<file path="src/hpsic_pkg.sv">
// constants for the hot-plug slot indicator control block
package hpsic_pkg;
    // =====================================================
    // register placement and layout
    localparam logic [7:0] SLOT_CTL_OFFSET = 8'ha8;
    localparam logic [15:0] SLOT_CTL_RESET = 16'h07c0;
    localparam int PWR_IND_LSB = 8;
    localparam int ATN_IND_LSB = 6;
    localparam int HP_IRQ_EN_BIT = 5;
    localparam int CMD_IRQ_EN_BIT = 4;
    localparam int PRES_EN_BIT = 3;
    localparam int INTERLOCK_BIT = 11;
    // bits that hold state and count as control fields
    localparam logic [15:0] SLOT_CTL_STORE_MASK = 16'h17ff;
    // =====================================================
    // indicator encodings
    localparam logic [1:0] IND_RSVD = 2'h0;
    localparam logic [1:0] IND_ON = 2'h1;
    localparam logic [1:0] IND_BLINK = 2'h2;
    localparam logic [1:0] IND_OFF = 2'h3;
    // =====================================================
    // timing: 40 MHz core clock, blink half period
    localparam int CLK_PERIOD_NS = 25;
    localparam int BLINK_HALF_MS = 500;
    localparam int BLINK_HALF_CYC = (BLINK_HALF_MS * 1000000) / CLK_PERIOD_NS;
    localparam int BLINK_CNT_W = 25;
endpackage

</file>
<file path="src/hpsic_slot_ctl.sv">
// slot control register: indicators, hot-plug interrupt enables
`timescale 1ns/1ps
module hpsic_slot_ctl #(
    parameter int BLINK_HALF_CYCLES = hpsic_pkg::BLINK_HALF_CYC
) (
    input wire logic clk_sys,
    input wire logic rstn,
    input wire logic cfg_wr,
    input wire logic [15:0] cfg_wdata,
    input wire logic msg_irq_enable,
    input wire logic presence_change_flag,
    output logic [15:0] cfg_rdata,
    output logic power_led_pin,
    output logic attention_led_pin,
    output logic pwr_msg_valid,
    output logic [1:0] pwr_msg_state,
    output logic atn_msg_valid,
    output logic [1:0] atn_msg_state,
    output logic cmd_done,
    output logic irq_req,
    output logic pme_req
);
    logic [15:0] store_reg;
    logic [15:0] rdata_reg;
    logic cmd_done_reg;
    logic irq_reg;
    logic pme_reg;
    logic pres_d_reg;
    logic [hpsic_pkg::BLINK_CNT_W-1:0] blink_cnt_reg;
    logic blink_reg;
    wire logic [1:0] power_indicator_field;
    wire logic [1:0] attention_indicator_field;
    wire logic [15:0] cur_value;
    wire logic ctl_change;
    wire logic hotplug_irq_enable;
    wire logic cmd_done_irq_enable;
    wire logic presence_change_enable;
    wire logic pres_rise;
    wire logic irq_next;
    wire logic blink_wrap;

    localparam logic [hpsic_pkg::BLINK_CNT_W-1:0] BLINK_LAST =
        hpsic_pkg::BLINK_CNT_W'(BLINK_HALF_CYCLES - 1);

    // =====================================================
    // blink timebase shared by both indicators
    assign blink_wrap = (blink_cnt_reg == BLINK_LAST);

    always_ff @(posedge clk_sys or negedge rstn) begin
        if (!rstn) begin
            blink_cnt_reg <= '0;
            blink_reg <= 1'b0;
        end else begin
            blink_cnt_reg <= blink_wrap ? '0 : blink_cnt_reg + 1'b1;
            blink_reg <= blink_wrap ? ~blink_reg : blink_reg;
        end
    end

    // =====================================================
    // indicator channels
    hpsic_indicator #(
        .RESET_VAL(hpsic_pkg::SLOT_CTL_RESET[hpsic_pkg::PWR_IND_LSB +: 2])
    ) u_pwr (
        .clk_sys(clk_sys),
        .rstn(rstn),
        .wr_en(cfg_wr),
        .wr_field(cfg_wdata[hpsic_pkg::PWR_IND_LSB +: 2]),
        .blink_phase(blink_reg),
        .field_out(power_indicator_field),
        .msg_valid(pwr_msg_valid),
        .msg_state(pwr_msg_state),
        .led(power_led_pin)
    );

    hpsic_indicator #(
        .RESET_VAL(hpsic_pkg::SLOT_CTL_RESET[hpsic_pkg::ATN_IND_LSB +: 2])
    ) u_atn (
        .clk_sys(clk_sys),
        .rstn(rstn),
        .wr_en(cfg_wr),
        .wr_field(cfg_wdata[hpsic_pkg::ATN_IND_LSB +: 2]),
        .blink_phase(blink_reg),
        .field_out(attention_indicator_field),
        .msg_valid(atn_msg_valid),
        .msg_state(atn_msg_state),
        .led(attention_led_pin)
    );

    // =====================================================
    // register image, enables and command detect
    assign cur_value = (store_reg & hpsic_pkg::SLOT_CTL_STORE_MASK)
                     | {6'h00, power_indicator_field, attention_indicator_field, 6'h00};
    assign hotplug_irq_enable = store_reg[hpsic_pkg::HP_IRQ_EN_BIT];
    assign cmd_done_irq_enable = store_reg[hpsic_pkg::CMD_IRQ_EN_BIT];
    assign presence_change_enable = store_reg[hpsic_pkg::PRES_EN_BIT];
    // unchanged indicator bits fall out of the compare, so no command
    assign ctl_change = cfg_wr
        && ((cfg_wdata & hpsic_pkg::SLOT_CTL_STORE_MASK) != cur_value);
    assign pres_rise = presence_change_flag && !pres_d_reg;
    // every path goes through the hot-plug gate
    assign irq_next = hotplug_irq_enable && msg_irq_enable
        && ((cmd_done_irq_enable && cmd_done_reg) || (presence_change_enable && pres_rise));

    // control field storage, indicator bits included; the channels hold their own copy
    always_ff @(posedge clk_sys or negedge rstn) begin
        if (!rstn) begin
            store_reg <= hpsic_pkg::SLOT_CTL_RESET & hpsic_pkg::SLOT_CTL_STORE_MASK;
        end else if (cfg_wr) begin
            store_reg <= cfg_wdata & hpsic_pkg::SLOT_CTL_STORE_MASK;
        end
    end

    // readback shows a write two clocks after it; interlock bit always reads zero
    always_ff @(posedge clk_sys or negedge rstn) begin
        if (!rstn) begin
            rdata_reg <= hpsic_pkg::SLOT_CTL_RESET;
        end else begin
            rdata_reg <= cur_value;
        end
    end

    // command completes the clock after it is taken; events then gated out
    always_ff @(posedge clk_sys or negedge rstn) begin
        if (!rstn) begin
            cmd_done_reg <= 1'b0;
            irq_reg <= 1'b0;
            pme_reg <= 1'b0;
            pres_d_reg <= 1'b0;
        end else begin
            cmd_done_reg <= ctl_change;
            irq_reg <= irq_next;
            pme_reg <= presence_change_enable && pres_rise;
            pres_d_reg <= presence_change_flag;
        end
    end

    assign cfg_rdata = rdata_reg;
    assign cmd_done = cmd_done_reg;
    assign irq_req = irq_reg;
    assign pme_req = pme_reg;
endmodule

</file>
<file path="src/hpsic_indicator.sv">
// one indicator channel: field storage, change message and led drive
`timescale 1ns/1ps
module hpsic_indicator #(
    parameter logic [1:0] RESET_VAL = 2'h3
) (
    input wire logic clk_sys,
    input wire logic rstn,
    input wire logic wr_en,
    input wire logic [1:0] wr_field,
    input wire logic blink_phase,
    output logic [1:0] field_out,
    output logic msg_valid,
    output logic [1:0] msg_state,
    output logic led
);
    logic [1:0] field_reg;
    logic msg_reg;
    logic [1:0] msg_state_reg;
    logic led_reg;
    wire logic changed;
    wire logic led_next;

    // =====================================================
    // change detect and led decode
    assign changed = wr_en && (wr_field != field_reg);
    // reserved code leaves the led dark rather than guessing
    assign led_next = (field_reg == hpsic_pkg::IND_ON) ? 1'b1 :
                      (field_reg == hpsic_pkg::IND_BLINK) ? blink_phase : 1'b0;

    // field storage and message pulse on change only
    always_ff @(posedge clk_sys or negedge rstn) begin
        if (!rstn) begin
            field_reg <= RESET_VAL;
            msg_reg <= 1'b0;
            msg_state_reg <= RESET_VAL;
            led_reg <= 1'b0;
        end else begin
            if (wr_en) begin
                field_reg <= wr_field;
            end
            msg_reg <= changed;
            if (changed) begin
                msg_state_reg <= wr_field;
            end
            led_reg <= led_next;
        end
    end

    assign field_out = field_reg;
    assign msg_valid = msg_reg;
    assign msg_state = msg_state_reg;
    assign led = led_reg;
endmodule

</file>
<file path="config.mk">
export PLATFORM = sky130hd
export DESIGN_NAME = hpsic_slot_ctl
export DESIGN_NICKNAME = d
export VERILOG_FILES = /design/src/hpsic_pkg.sv /design/src/hpsic_slot_ctl.sv /design/src/hpsic_indicator.sv
export SDC_FILE = /design/constraint.sdc
export NUM_CORES = 1
export LEC_CHECK = 0
export BUFFER_PORTS_ARGS = -buffer_cell sky130_fd_sc_hd__buf_2
export CORE_UTILIZATION = 51
export CTS_BUF_LIST = sky130_fd_sc_hd__clkbuf_8
export DETAILED_ROUTE_END_ITERATION = 7
export PLACE_DENSITY = 0.77
export SYNTH_ARGS = -nofsm -noshare
export SYNTH_HDL_FRONTEND = slang
export SYNTH_SLANG_ARGS = --single-unit
export TNS_END_PERCENT = 10
</file>
<file path="constraint.sdc">
create_clock -name clk_sys -period 1.98 [get_ports clk_sys]
set_clock_uncertainty 0.05 [all_clocks]
set_input_delay 0.198 -clock clk_sys [delete_from_list [all_inputs] [get_ports clk_sys]]
set_output_delay 0.198 -clock clk_sys [all_outputs]
set_load 0.005 [all_outputs]
</file>
Word-level counts from Yosys, hierarchy flattened
Cells that the tools add are included.

storage, ports and cells
  register bits after elaboration = 67
  latch bits = 0
  memory bits (writable) = 0
  bits in read-only memories = 0
  memories = 0

operators by class
  add/subtract/negate cells = 1
  $mul = 0
  divide/modulo/power cells = 0
  $lt $le $gt $ge = 0
  equality and inequality tests = 8
  shift operators = 0
  muxes and demuxes = 5
  bitwise gates (word level) = 2
  reduce and logical (&&, ||, !) cells = 10

operators with widths
  cell                   number
  $add 25x1->25 const B  1
  $eq 25x25->1 const B   1
  $mux 25                1
  $ne 13x13->1           1
  $or 13x10->13          1
  $logic_and 1x1->1      8
  $eq 2x1->1 const B     2
  $eq 2x2->1 const B     2
  $mux 1                 4
  $ne 2x2->1             2
  $logic_not 1->1        1
  $logic_or 1x1->1       1
  $not 1->1              1

Logic depth before layout (Yosys ltp)
Gate-level depths: netlist of run 1.

  depth in word-level cells = 5
  depth in mapped cells = 6
  depth with buffers taken out = 5

Cells and area by module
A second synthesis of run 1 with hierarchy kept.

unflattened totals
  cells, all modules = 232
  area total of the unflattened synthesis = 2852.7 um^2

modules (own cells, without submodules)
  module           instances  cells each  area an instance (um^2)
  hpsic_slot_ctl   1          186         2289.7
  hpsic_indicator  2          23          281.5

Least setup slack after synthesis of run 1
No wires, ideal clock.

  path kind = reg-to-reg
  from = register blink_cnt_reg[0] (netlist bit)
  to = register blink_cnt_reg[10] (netlist bit)
  arrival = 1.762 ns
  required time = 1.809 ns
  path slack = 0.047 ns
  cell stages (with the launch flop) = 7
  buffers on the path = 1
  clock period less this slack = 1.933 ns
  cells stage by stage = dfrtp_1 > ha_1 > nand4_1 > or2_2 > nor3_1 > buf_2 > nor2_1

on the way
  word-level cells in the longest chain between the ends = 2

RTL lines
  item                                                  line                                        text
  from (decl)                                           hpsic_slot_ctl.sv:29                        logic [hpsic_pkg::BLINK_CNT_W-1:0] blink_cnt_reg;
  from (signal assigned)                                hpsic_slot_ctl.sv:54                        blink_cnt_reg <= blink_wrap ? '0 : blink_cnt_reg + 1'b1;
  $add 25x1->25 / $eq 25x25->1 (equally long branches)  hpsic_slot_ctl.sv:54, hpsic_slot_ctl.sv:47
  $mux 25 (*)                                           hpsic_slot_ctl.sv:54

Mark *: on every way between the ends. The rest lies on a longest branch, timed or not.
A chain may end at the register's enable or synchronous reset.

Worst setup path after layout of run 1
  from = register blink_cnt_reg[12] (netlist bit)
  to = register blink_cnt_reg[24] (netlist bit)

Same word-level chain as after synthesis.

==> results.yml, run 1 <==
status:
  status: "complete, no violations"
cts:
  htree_levels: 3
  cts.reportedPaths.clkPinSlew_ps: 70
  cts_tree: "done"
  cts_root_buf: "clkbuf_8"
  cts.sink_count: 62
  clk_latency_ps: 340
  numCtsBuffers: 9
  cts_buffer_depth: 2
pwr:
  ir_drop_mv: 0.4589
  p_per_area_nw_per_um2: 951.9
  leakage_nw: 1.505
  power_mw: 3.111
floorplanning:
  fp.dieH_um: 73.26
  start_util: 0.5377
  die_area_sq_um: 5367
  die_w_um: 73.26
  core_area_sq_um: 4817
  std_cell_rows: 25
  ios: 48
min_path:
  min_path_type: "in -> reg"
  min_from: "msg_irq_enable"
  hold_end: "irq_req"
  min_path_cells: 2
finish:
  fillers: 361
  diodes: 0
  final-seq-area_sq_um: 1569
  area_growth_pct: 26.18
  multi_input_comb_area_sq_um: 980.9
  drive_above_1_share: 0.4007
  final_common_cell: "dfrtp_1"
  layout_common_cells: "dfrtp_1, buf_2, xnor2_1, mux2_2"
  largest_reg_flops: 25
  fin_util: 0.6784
  nNetsFinal: 294
critical_path:
  worst_path_dominant_cell_family: "simple AND/OR/NAND/NOR gates"
  end_kind: "flip-flop"
  reg2reg_to: "blink_cnt_reg[24]"
  setup.worst_path.class: "reg -> reg"
  path_cells: "nand3_2, or4_4, or4_1, a21oi_1"
  slowest_stage: "or4_4"
  reg2reg_depth: 4
  reg2reg_slack_ps: 80
  path_max_fanout: 8
  r2r_start: "blink_cnt_reg[12]"
  worstPathRequired_ps: 2190
  cp-start-kind: "flip-flop"
  worstPathArrival_ps: 2120
  slowest_delay_ps: 600
  path_buf_inv: 0
drt:
  wirelength_um: 4984
  drtIter0Drc: 106
  drc: 0
  ant_nets: 0
  highest_layer: "met4"
  vias: 1809
  wl_met3_um: 185
  wl_met2_um: 2666
  vias_per_cell: 5.259
  wl_per_cell_um: 14.49
  wl_met1_um: 2067
  drtPass1Iterations: 4
grt:
  grt_pass1_vias: 1840
  grtUsageTotal: 0.2034
  grt.overflow.total: 0
  antenna_found_initial: 0
  grt_max_degree: 29
  grt_pass1_wl_um: 8010
timing:
  setup_viol: 0
  hold_viol: 0
  fin_crit_ps: 1902
  max_slew_margin: 0.6364
  whs_ps: 38.79
  min_period_over_period: 0.9608
  fmax_mhz: 525.7
  drv_slew: 0
  worst_pin_slew_ps: 545.4
synth:
  syn-cell-area_sq_um: 2590
  yosys_warnings: 0
  yosysUniqueCellTypes: 34
  synth-seq-area-share: 0.6058
  synthCells: 210
  ys_ff_latch: 62
  avgSynthCellArea_sq_um: 12.33
placement:
  gp_congestion: 0.8547
  hpwlAfterDp_um: 3387
  portBuffers: 39
flow_run:
  drv_cap: 0
## how the worst max path moves through the flow
stage / startpoint / end / slack (ps) / cells past startpoint
global route: blink_cnt_reg[11] / blink_cnt_reg[16] / -1 / 5
floorplan: blink_cnt_reg[0] / blink_cnt_reg[10] / 50 / 6
CTS: blink_cnt_reg[11] / blink_cnt_reg[24] / 50 / 4
finish: blink_cnt_reg[12] / blink_cnt_reg[24] / 80 / 4
detailed placement: blink_cnt_reg[11] / blink_cnt_reg[24] / 60 / 4
global placement: blink_cnt_reg[11] / blink_cnt_reg[21] / 100 / 4
## area by class of cell
cell class              count  area share
clock buffers               9     0.03790
clock inverters             7     0.04479
inverters                   5    0.005743
multi-input cells         137      0.3002
flip-flops and latches     62      0.4801
well taps                  67     0.02565
repair buffers             57      0.1057
## cell usage after synthesis (all sizes together)
library cell	n	area [sq um]
a21oi	5	25.02
and2	1	6.260
and3b	1	8.760
buf	6	42.54
clkbuf	3	11.26
conb	1	3.750
dfrtp	48	1201
dfstp	14	367.9
ha	1	12.51
inv	5	18.77
mux2	16	180.2
mux2i	2	20.02
nand2	14	55.06
nand3	10	50.05
nand4	7	43.79
nor2	9	33.78
nor2b	1	6.260
nor3	9	45.04
nor4	3	25.02
nor4b	1	8.760
nor4bb	1	10.01
o211a	1	10.01
o21ai	5	25.02
o31ai	2	15.01
o41a	1	11.26
or2	5	31.28
or3	4	25.02
or4	4	33.78
xnor2	20	175.2
xor2	10	87.58
## layer usage
metal	up-vias	global-route usage
met2	47	0.3519
li1	844	-
met1	908	0.2342
met3	10	0.06173
met5	-	0
met4	0	0.08497
## through the flow
| step | setup WS, ps | instances | setup TNS, ps | cell area [sq um] |
|---|---|---|---|---|
| CTS | 46.03 | 339 | 0 | 3212 |
| global route | -1.030 | 344 | -1.030 | 3268 |
| global placement | 102.1 | 321 | 0 | 2922 |
| floorplan | 47.02 | 213 | 0 | 2601 |
| detailed placement | 62.13 | 321 | 0 | 2922 |
| finish | 77.65 | 344 | 0 | 3268 |
## cells by family (layout without fill, tap and decap cells)
kind of cell,after synthesis,count (layout),share of synthesized area
simple gates,70,70,0.1478
compound gates,14,14,0.03333
xor+xnor,30,30,0.1014
other cells,1,4,0.001448
mux,18,18,0.07729
flops,62,62,0.6058
buf+inv,14,78,0.02802
fa+ha+maj,1,1,0.004830
## where the power goes
group / switching [mW] / total [mW] / internal [mW] / leakage, nW
logic: 0.107 / 0.230 / 0.122 / 0.611
clock network: 0.496 / 1.47 / 0.969 / 0.134
registers: 0.0446 / 1.42 / 1.37 / 0.761
total: 0.648 / 3.11 / 2.46 / 1.51
## what timing repair did
action                                 in CTS  in global routing
gates resized for setup                     0                  6
endpoints found under the hold margin      18                  0
setup endpoints to repair                   0                 12
buffers inserted                            0                  4
hold buffers                                2                  0
(Power assumes the default switching activity.)
==> run 2, diff against run 1 <==
- REMOVE_ABC_BUFFERS: default -> 1
==> results.yml, run 2 (synthesized netlist as in run 1, its figures left out) <==
status:
  status: "complete, no violations"
floorplanning:
  core_area_sq_um: 4817
  fp.dieH_um: 73.26
  die_area_sq_um: 5367
  std_cell_rows: 25
  die_w_um: 73.26
  start_util: 0.5377
  ios: 48
finish:
  largest_reg_flops: 25
  diodes: 0
  fin_area_sq_um: 3198
  nNetsFinal: 295
  layout_common_cells: "dfrtp_1, buf_2, xnor2_1, mux2_2, buf_4"
  drive_above_1_share: 0.4101
  area_growth_pct: 23.48
  final-seq-area_sq_um: 1569
  multi_input_comb_area_sq_um: 988.4
  final_common_cell: "dfrtp_1"
  fillers: 385
  layout.cells.non_filler: 345
drt:
  ant_nets: 0
  wl_met1_um: 2143
  drtIter0Drc: 82
  highest_layer: "met4"
  vias: 1769
  wl_per_cell_um: 14.40
  wl_met2_um: 2476
  drc: 0
  drtPass1Iterations: 4
  wirelength_um: 4968
  vias_per_cell: 5.128
  wl_met3_um: 248
critical_path:
  worstPathArrival_ps: 2160
  worstPathRequired_ps: 2190
  worstSetupStartpoint: "blink_cnt_reg[12]"
  end_kind: "flip-flop"
  path_buf_inv: 0
  r2r_start: "blink_cnt_reg[12]"
  path_max_fanout: 5
  worst_path_dominant_cell_family: "simple AND/OR/NAND/NOR gates"
  setup.worst_path.class: "reg -> reg"
  cp-start-kind: "flip-flop"
  slowest_stage: "or4_4"
  path_cells: "nand3_2, or4_4, or4_1, a21oi_2"
  slowest_delay_ps: 590
placement:
  hpwlAfterDp_um: 3367
  portBuffers: 39
  gp_congestion: 0.8418
  placed_cell_area_sq_um: 2929
  placed_cells: 322
  dpl_worst_slack_ps: 57.27
cts:
  cts_root_buf: "clkbuf_8"
  clk_latency_ps: 340
  htree_levels: 3
  cts_tree: "done"
  cts.reportedPaths.clkPinSlew_ps: 70
  cts.sink_count: 62
  numCtsBuffers: 9
  cts_buffer_depth: 2
timing:
  fmax_mhz: 512.5
  drv_slew: 0
  setup_viol: 0
  whs_ps: 36.76
  layout_setup_ws_ps: 28.81
  fin_crit_ps: 1951
  min_period_over_period: 0.9855
  hold_viol: 0
  rsz0062_at_grt: "false"
pwr:
  p_per_area_nw_per_um2: 845.5
  power_mw: 2.704
  leakage_nw: 1.454
  ir_drop_mv: 0.5906
grt:
  grt_max_degree: 44
  grt.overflow.total: 0
  grt_pass1_wl_um: 8135
  grt_pass1_vias: 1769
  grtUsageTotal: 0.2100
  antenna_found_initial: 0
min_path:
  min_from: "msg_irq_enable"
  min_path_type: "in -> reg"
flow_run:
  drv_cap: 0
## run 2: changes by cell type in the layout (fill, tap and decap cells not counted), moves of 2 or more
cell / previous run / this run
bufinv_16: 4 / 1
clkinv_2: 0 / 3
or2_4: 2 / 0
or2_2: 3 / 5
a21oi_2: 0 / 2
a21oi_1: 5 / 3
## run 2: final cells by class
type / count / area share
multi-input combinational: 138 / 0.3091
tap: 67 / 0.02621
inverter: 5 / 0.005869
timing repair buffer: 57 / 0.1088
sequential: 62 / 0.4906
clock buffer: 9 / 0.03873
clock inverter: 7 / 0.02074
## run 2: power by group
part | total (mW) | switching, mW | internal [mW]
combinational | 0.224 | 0.103 | 0.121
sequential | 1.42 | 0.0442 | 1.37
clock | 1.06 | 0.490 | 0.574
## run 2: worst paths after layout
kind	endpoint	slack (ps)	cells after the start
setup / recovery	blink_cnt_reg[21]	30	4
hold / removal	irq_req	40	2
setup reg to reg	blink_cnt_reg[21]	30	4
hold reg to reg	cfg_rdata[10]	340	0
max in group asynchronous	store_reg[7]	930	3
min in group asynchronous	blink_cnt_reg[12]	300	2
## run 2: repair_timing
action                                 CTS  global route
gates resized for setup                  0             5
hold buffers                             2             0
setup endpoints to repair                0            13
setup buffers                            0             4
endpoints found under the hold margin   20             0
## run 2: metrics by stage
step,util,TNS [ps]
global route,0.6639,0
finish,0.6639,0
floorplan,-,-2873
detailed placement,0.6081,0
CTS,0.6517,0
global placement,0.6081,0
## run 2: metal layers
layer	track usage	vias up
li1	-	845
met1	0.2700	871
met2	0.3220	42
met3	0.05761	11
met4	0.1176	0
met5	0	-
==> run 3, diff against run 2 <==
- clock period: 1.98 -> 1.7 ns (I/O delays scaled with it)
==> results.yml, run 3 (synthesized netlist as in run 1, its figures left out) <==
grt:
  grt_pass1_wl_um: 8307
  antenna_found_initial: 0
  grt_pass1_vias: 1925
  grt_max_degree: 50
  grt.overflow.total: 0
  grtUsageTotal: 0.2113
critical_path:
  path_buf_inv: 1
  slowest_stage: "or4_4"
  worstPathRequired_ps: 1860
  endpoint: "blink_cnt_reg[24]"
  r2r_start: "blink_cnt_reg[10]"
  slowest_delay_ps: 590
  reg2reg_to: "blink_cnt_reg[24]"
  cp-start-kind: "flip-flop"
  setup.worst_path.class: "reg -> reg"
  worst_path_dominant_cell_family: "simple AND/OR/NAND/NOR gates"
  path_max_fanout: 5
  end_kind: "flip-flop"
  worstSetupStartpoint: "blink_cnt_reg[10]"
  worstPathArrival_ps: 2070
  path_cells: "nand3_2, or4_4, buf_4, o31ai_1, a21oi_2"
  cp.depth: 5
  reg2reg_slack_ps: -200
  reg2reg_depth: 5
floorplanning:
  ios: 48
  std_cell_rows: 25
  start_util: 0.5377
  fp.dieH_um: 73.26
  core_area_sq_um: 4817
  die_area_sq_um: 5367
  die_w_um: 73.26
cts:
  cts_tree: "done"
  clk_latency_ps: 340
  cts.reportedPaths.clkPinSlew_ps: 70
  cts.sink_count: 62
  numCtsBuffers: 9
  cts_buffer_depth: 2
  cts_root_buf: "clkbuf_8"
  htree_levels: 3
status:
  status: "complete, but fails checks"
  failed_checks: "negative setup slack"
placement:
  portBuffers: 39
  placed_cells: 342
  dpl_worst_slack_ps: -155.1
  placed_cell_area_sq_um: 3079
  gp_congestion: 0.8820
  hpwlAfterDp_um: 3528
drt:
  vias_per_cell: 5.036
  wirelength_um: 5092
  ant_nets: 0
  vias: 1823
  drc: 0
  wl_per_cell_um: 14.07
  drtPass1Iterations: 4
  drtIter0Drc: 71
finish:
  drive_above_1_share: 0.4780
  nNetsFinal: 312
  final_common_cell: "dfrtp_1"
  fillers: 337
  diodes: 0
  largest_reg_flops: 25
  fin_area_sq_um: 3441
  layout_common_cells: "dfrtp_1, buf_2, buf_4, xnor2_1, mux2_2"
  layout.cells.non_filler: 362
  area_growth_pct: 32.85
timing:
  fin_crit_ps: 1903
  layout_setup_ws_ps: -202.9
  min_period_over_period: 1.119
  fmax_mhz: 525.5
  whs_ps: 8.125
  setup_tns_ps: -497.7
  drv_slew: 0
  hold_viol: 0
  rsz0062_at_grt: "true"
  setup_viol: 7
pwr:
  leakage_nw: 1.620
  p_per_area_nw_per_um2: 975.6
  ir_drop_mv: 0.7006
flow_run:
  drv_cap: 0
min_path:
  min_path_type: "in -> reg"
run 3: cell count changes in the layout (fill, tap and decap cells not counted), moves of 3 or more:
| cell | before | now |
|---|---|---|
| buf_4 | 15 | 30 |
| nor3_1 | 8 | 4 |
| buf_6 | 0 | 3 |
| or4_1 | 3 | 0 |
| or4_4 | 1 | 4 |
run 3: per-stage QoR:
step | utilization | total power [mW]
global placement | 0.6392 | 1.927
finish | 0.7143 | 3.357
CTS | 0.7078 | 3.380
detailed placement | 0.6392 | 1.939
floorplan | - | 1.787
global route | 0.7143 | 3.464
run 3: cell type report:
class	count	area, sq um	area share
flip-flops and latches	62	1569	0.4560
multi-input cells	137	1052	0.3058
repair buffers	75	494.2	0.1436
clock buffers	10	137.6	0.04000
clock inverters	6	85.08	0.02473
well taps	67	83.83	0.02436
inverters	5	18.77	0.005455
run 3: how the worst min path moves through the flow:
| stage | endpoint | slack, ps | cells past startpoint | from |
|---|---|---|---|---|
| 2_1_floorplan | blink_cnt_reg[0] | -180 | 0 | rstn |
| 3_3_place_gp | blink_cnt_reg[8] | 40 | 1 | rstn |
| 3_5_place_dp | blink_cnt_reg[8] | 50 | 1 | rstn |
| 4_1_cts | irq_req | 1 | 2 | msg_irq_enable |
| 5_1_grt | irq_req | 10 | 2 | msg_irq_enable |
| 6_report | irq_req | 8 | 2 | msg_irq_enable |
run 3: power breakdown:
part / internal, mW / switching [mW] / total, mW
Combinational: 0.141 / 0.124 / 0.265
Clock: 0.862 / 0.581 / 1.44
Sequential: 1.60 / 0.0516 / 1.65
run 3: layer usage:
metal  vias to the layer above  track usage  routed length (um)
met5                         -            0                   0
met4                         0       0.1046                  81
met3                         9      0.06310                 282
met2                        43       0.3632                2605
met1                       895       0.2392                2122
li1                        876            -                   -
run 3: repair_timing:
item,CTS,global route
hold buffers,2,0
setup buffers,2,0
pin swaps,11,2
endpoints found under the hold margin,14,0
setup endpoints to repair,18,18
gates resized for setup,16,7
run 3: worst register-to-register path, cell delays in order, from the launching register on:
cell and delay, ps:
dfrtp_1 370, nand3_2 90, or4_4 590, buf_4 180, o31ai_1 380, a21oi_2 110
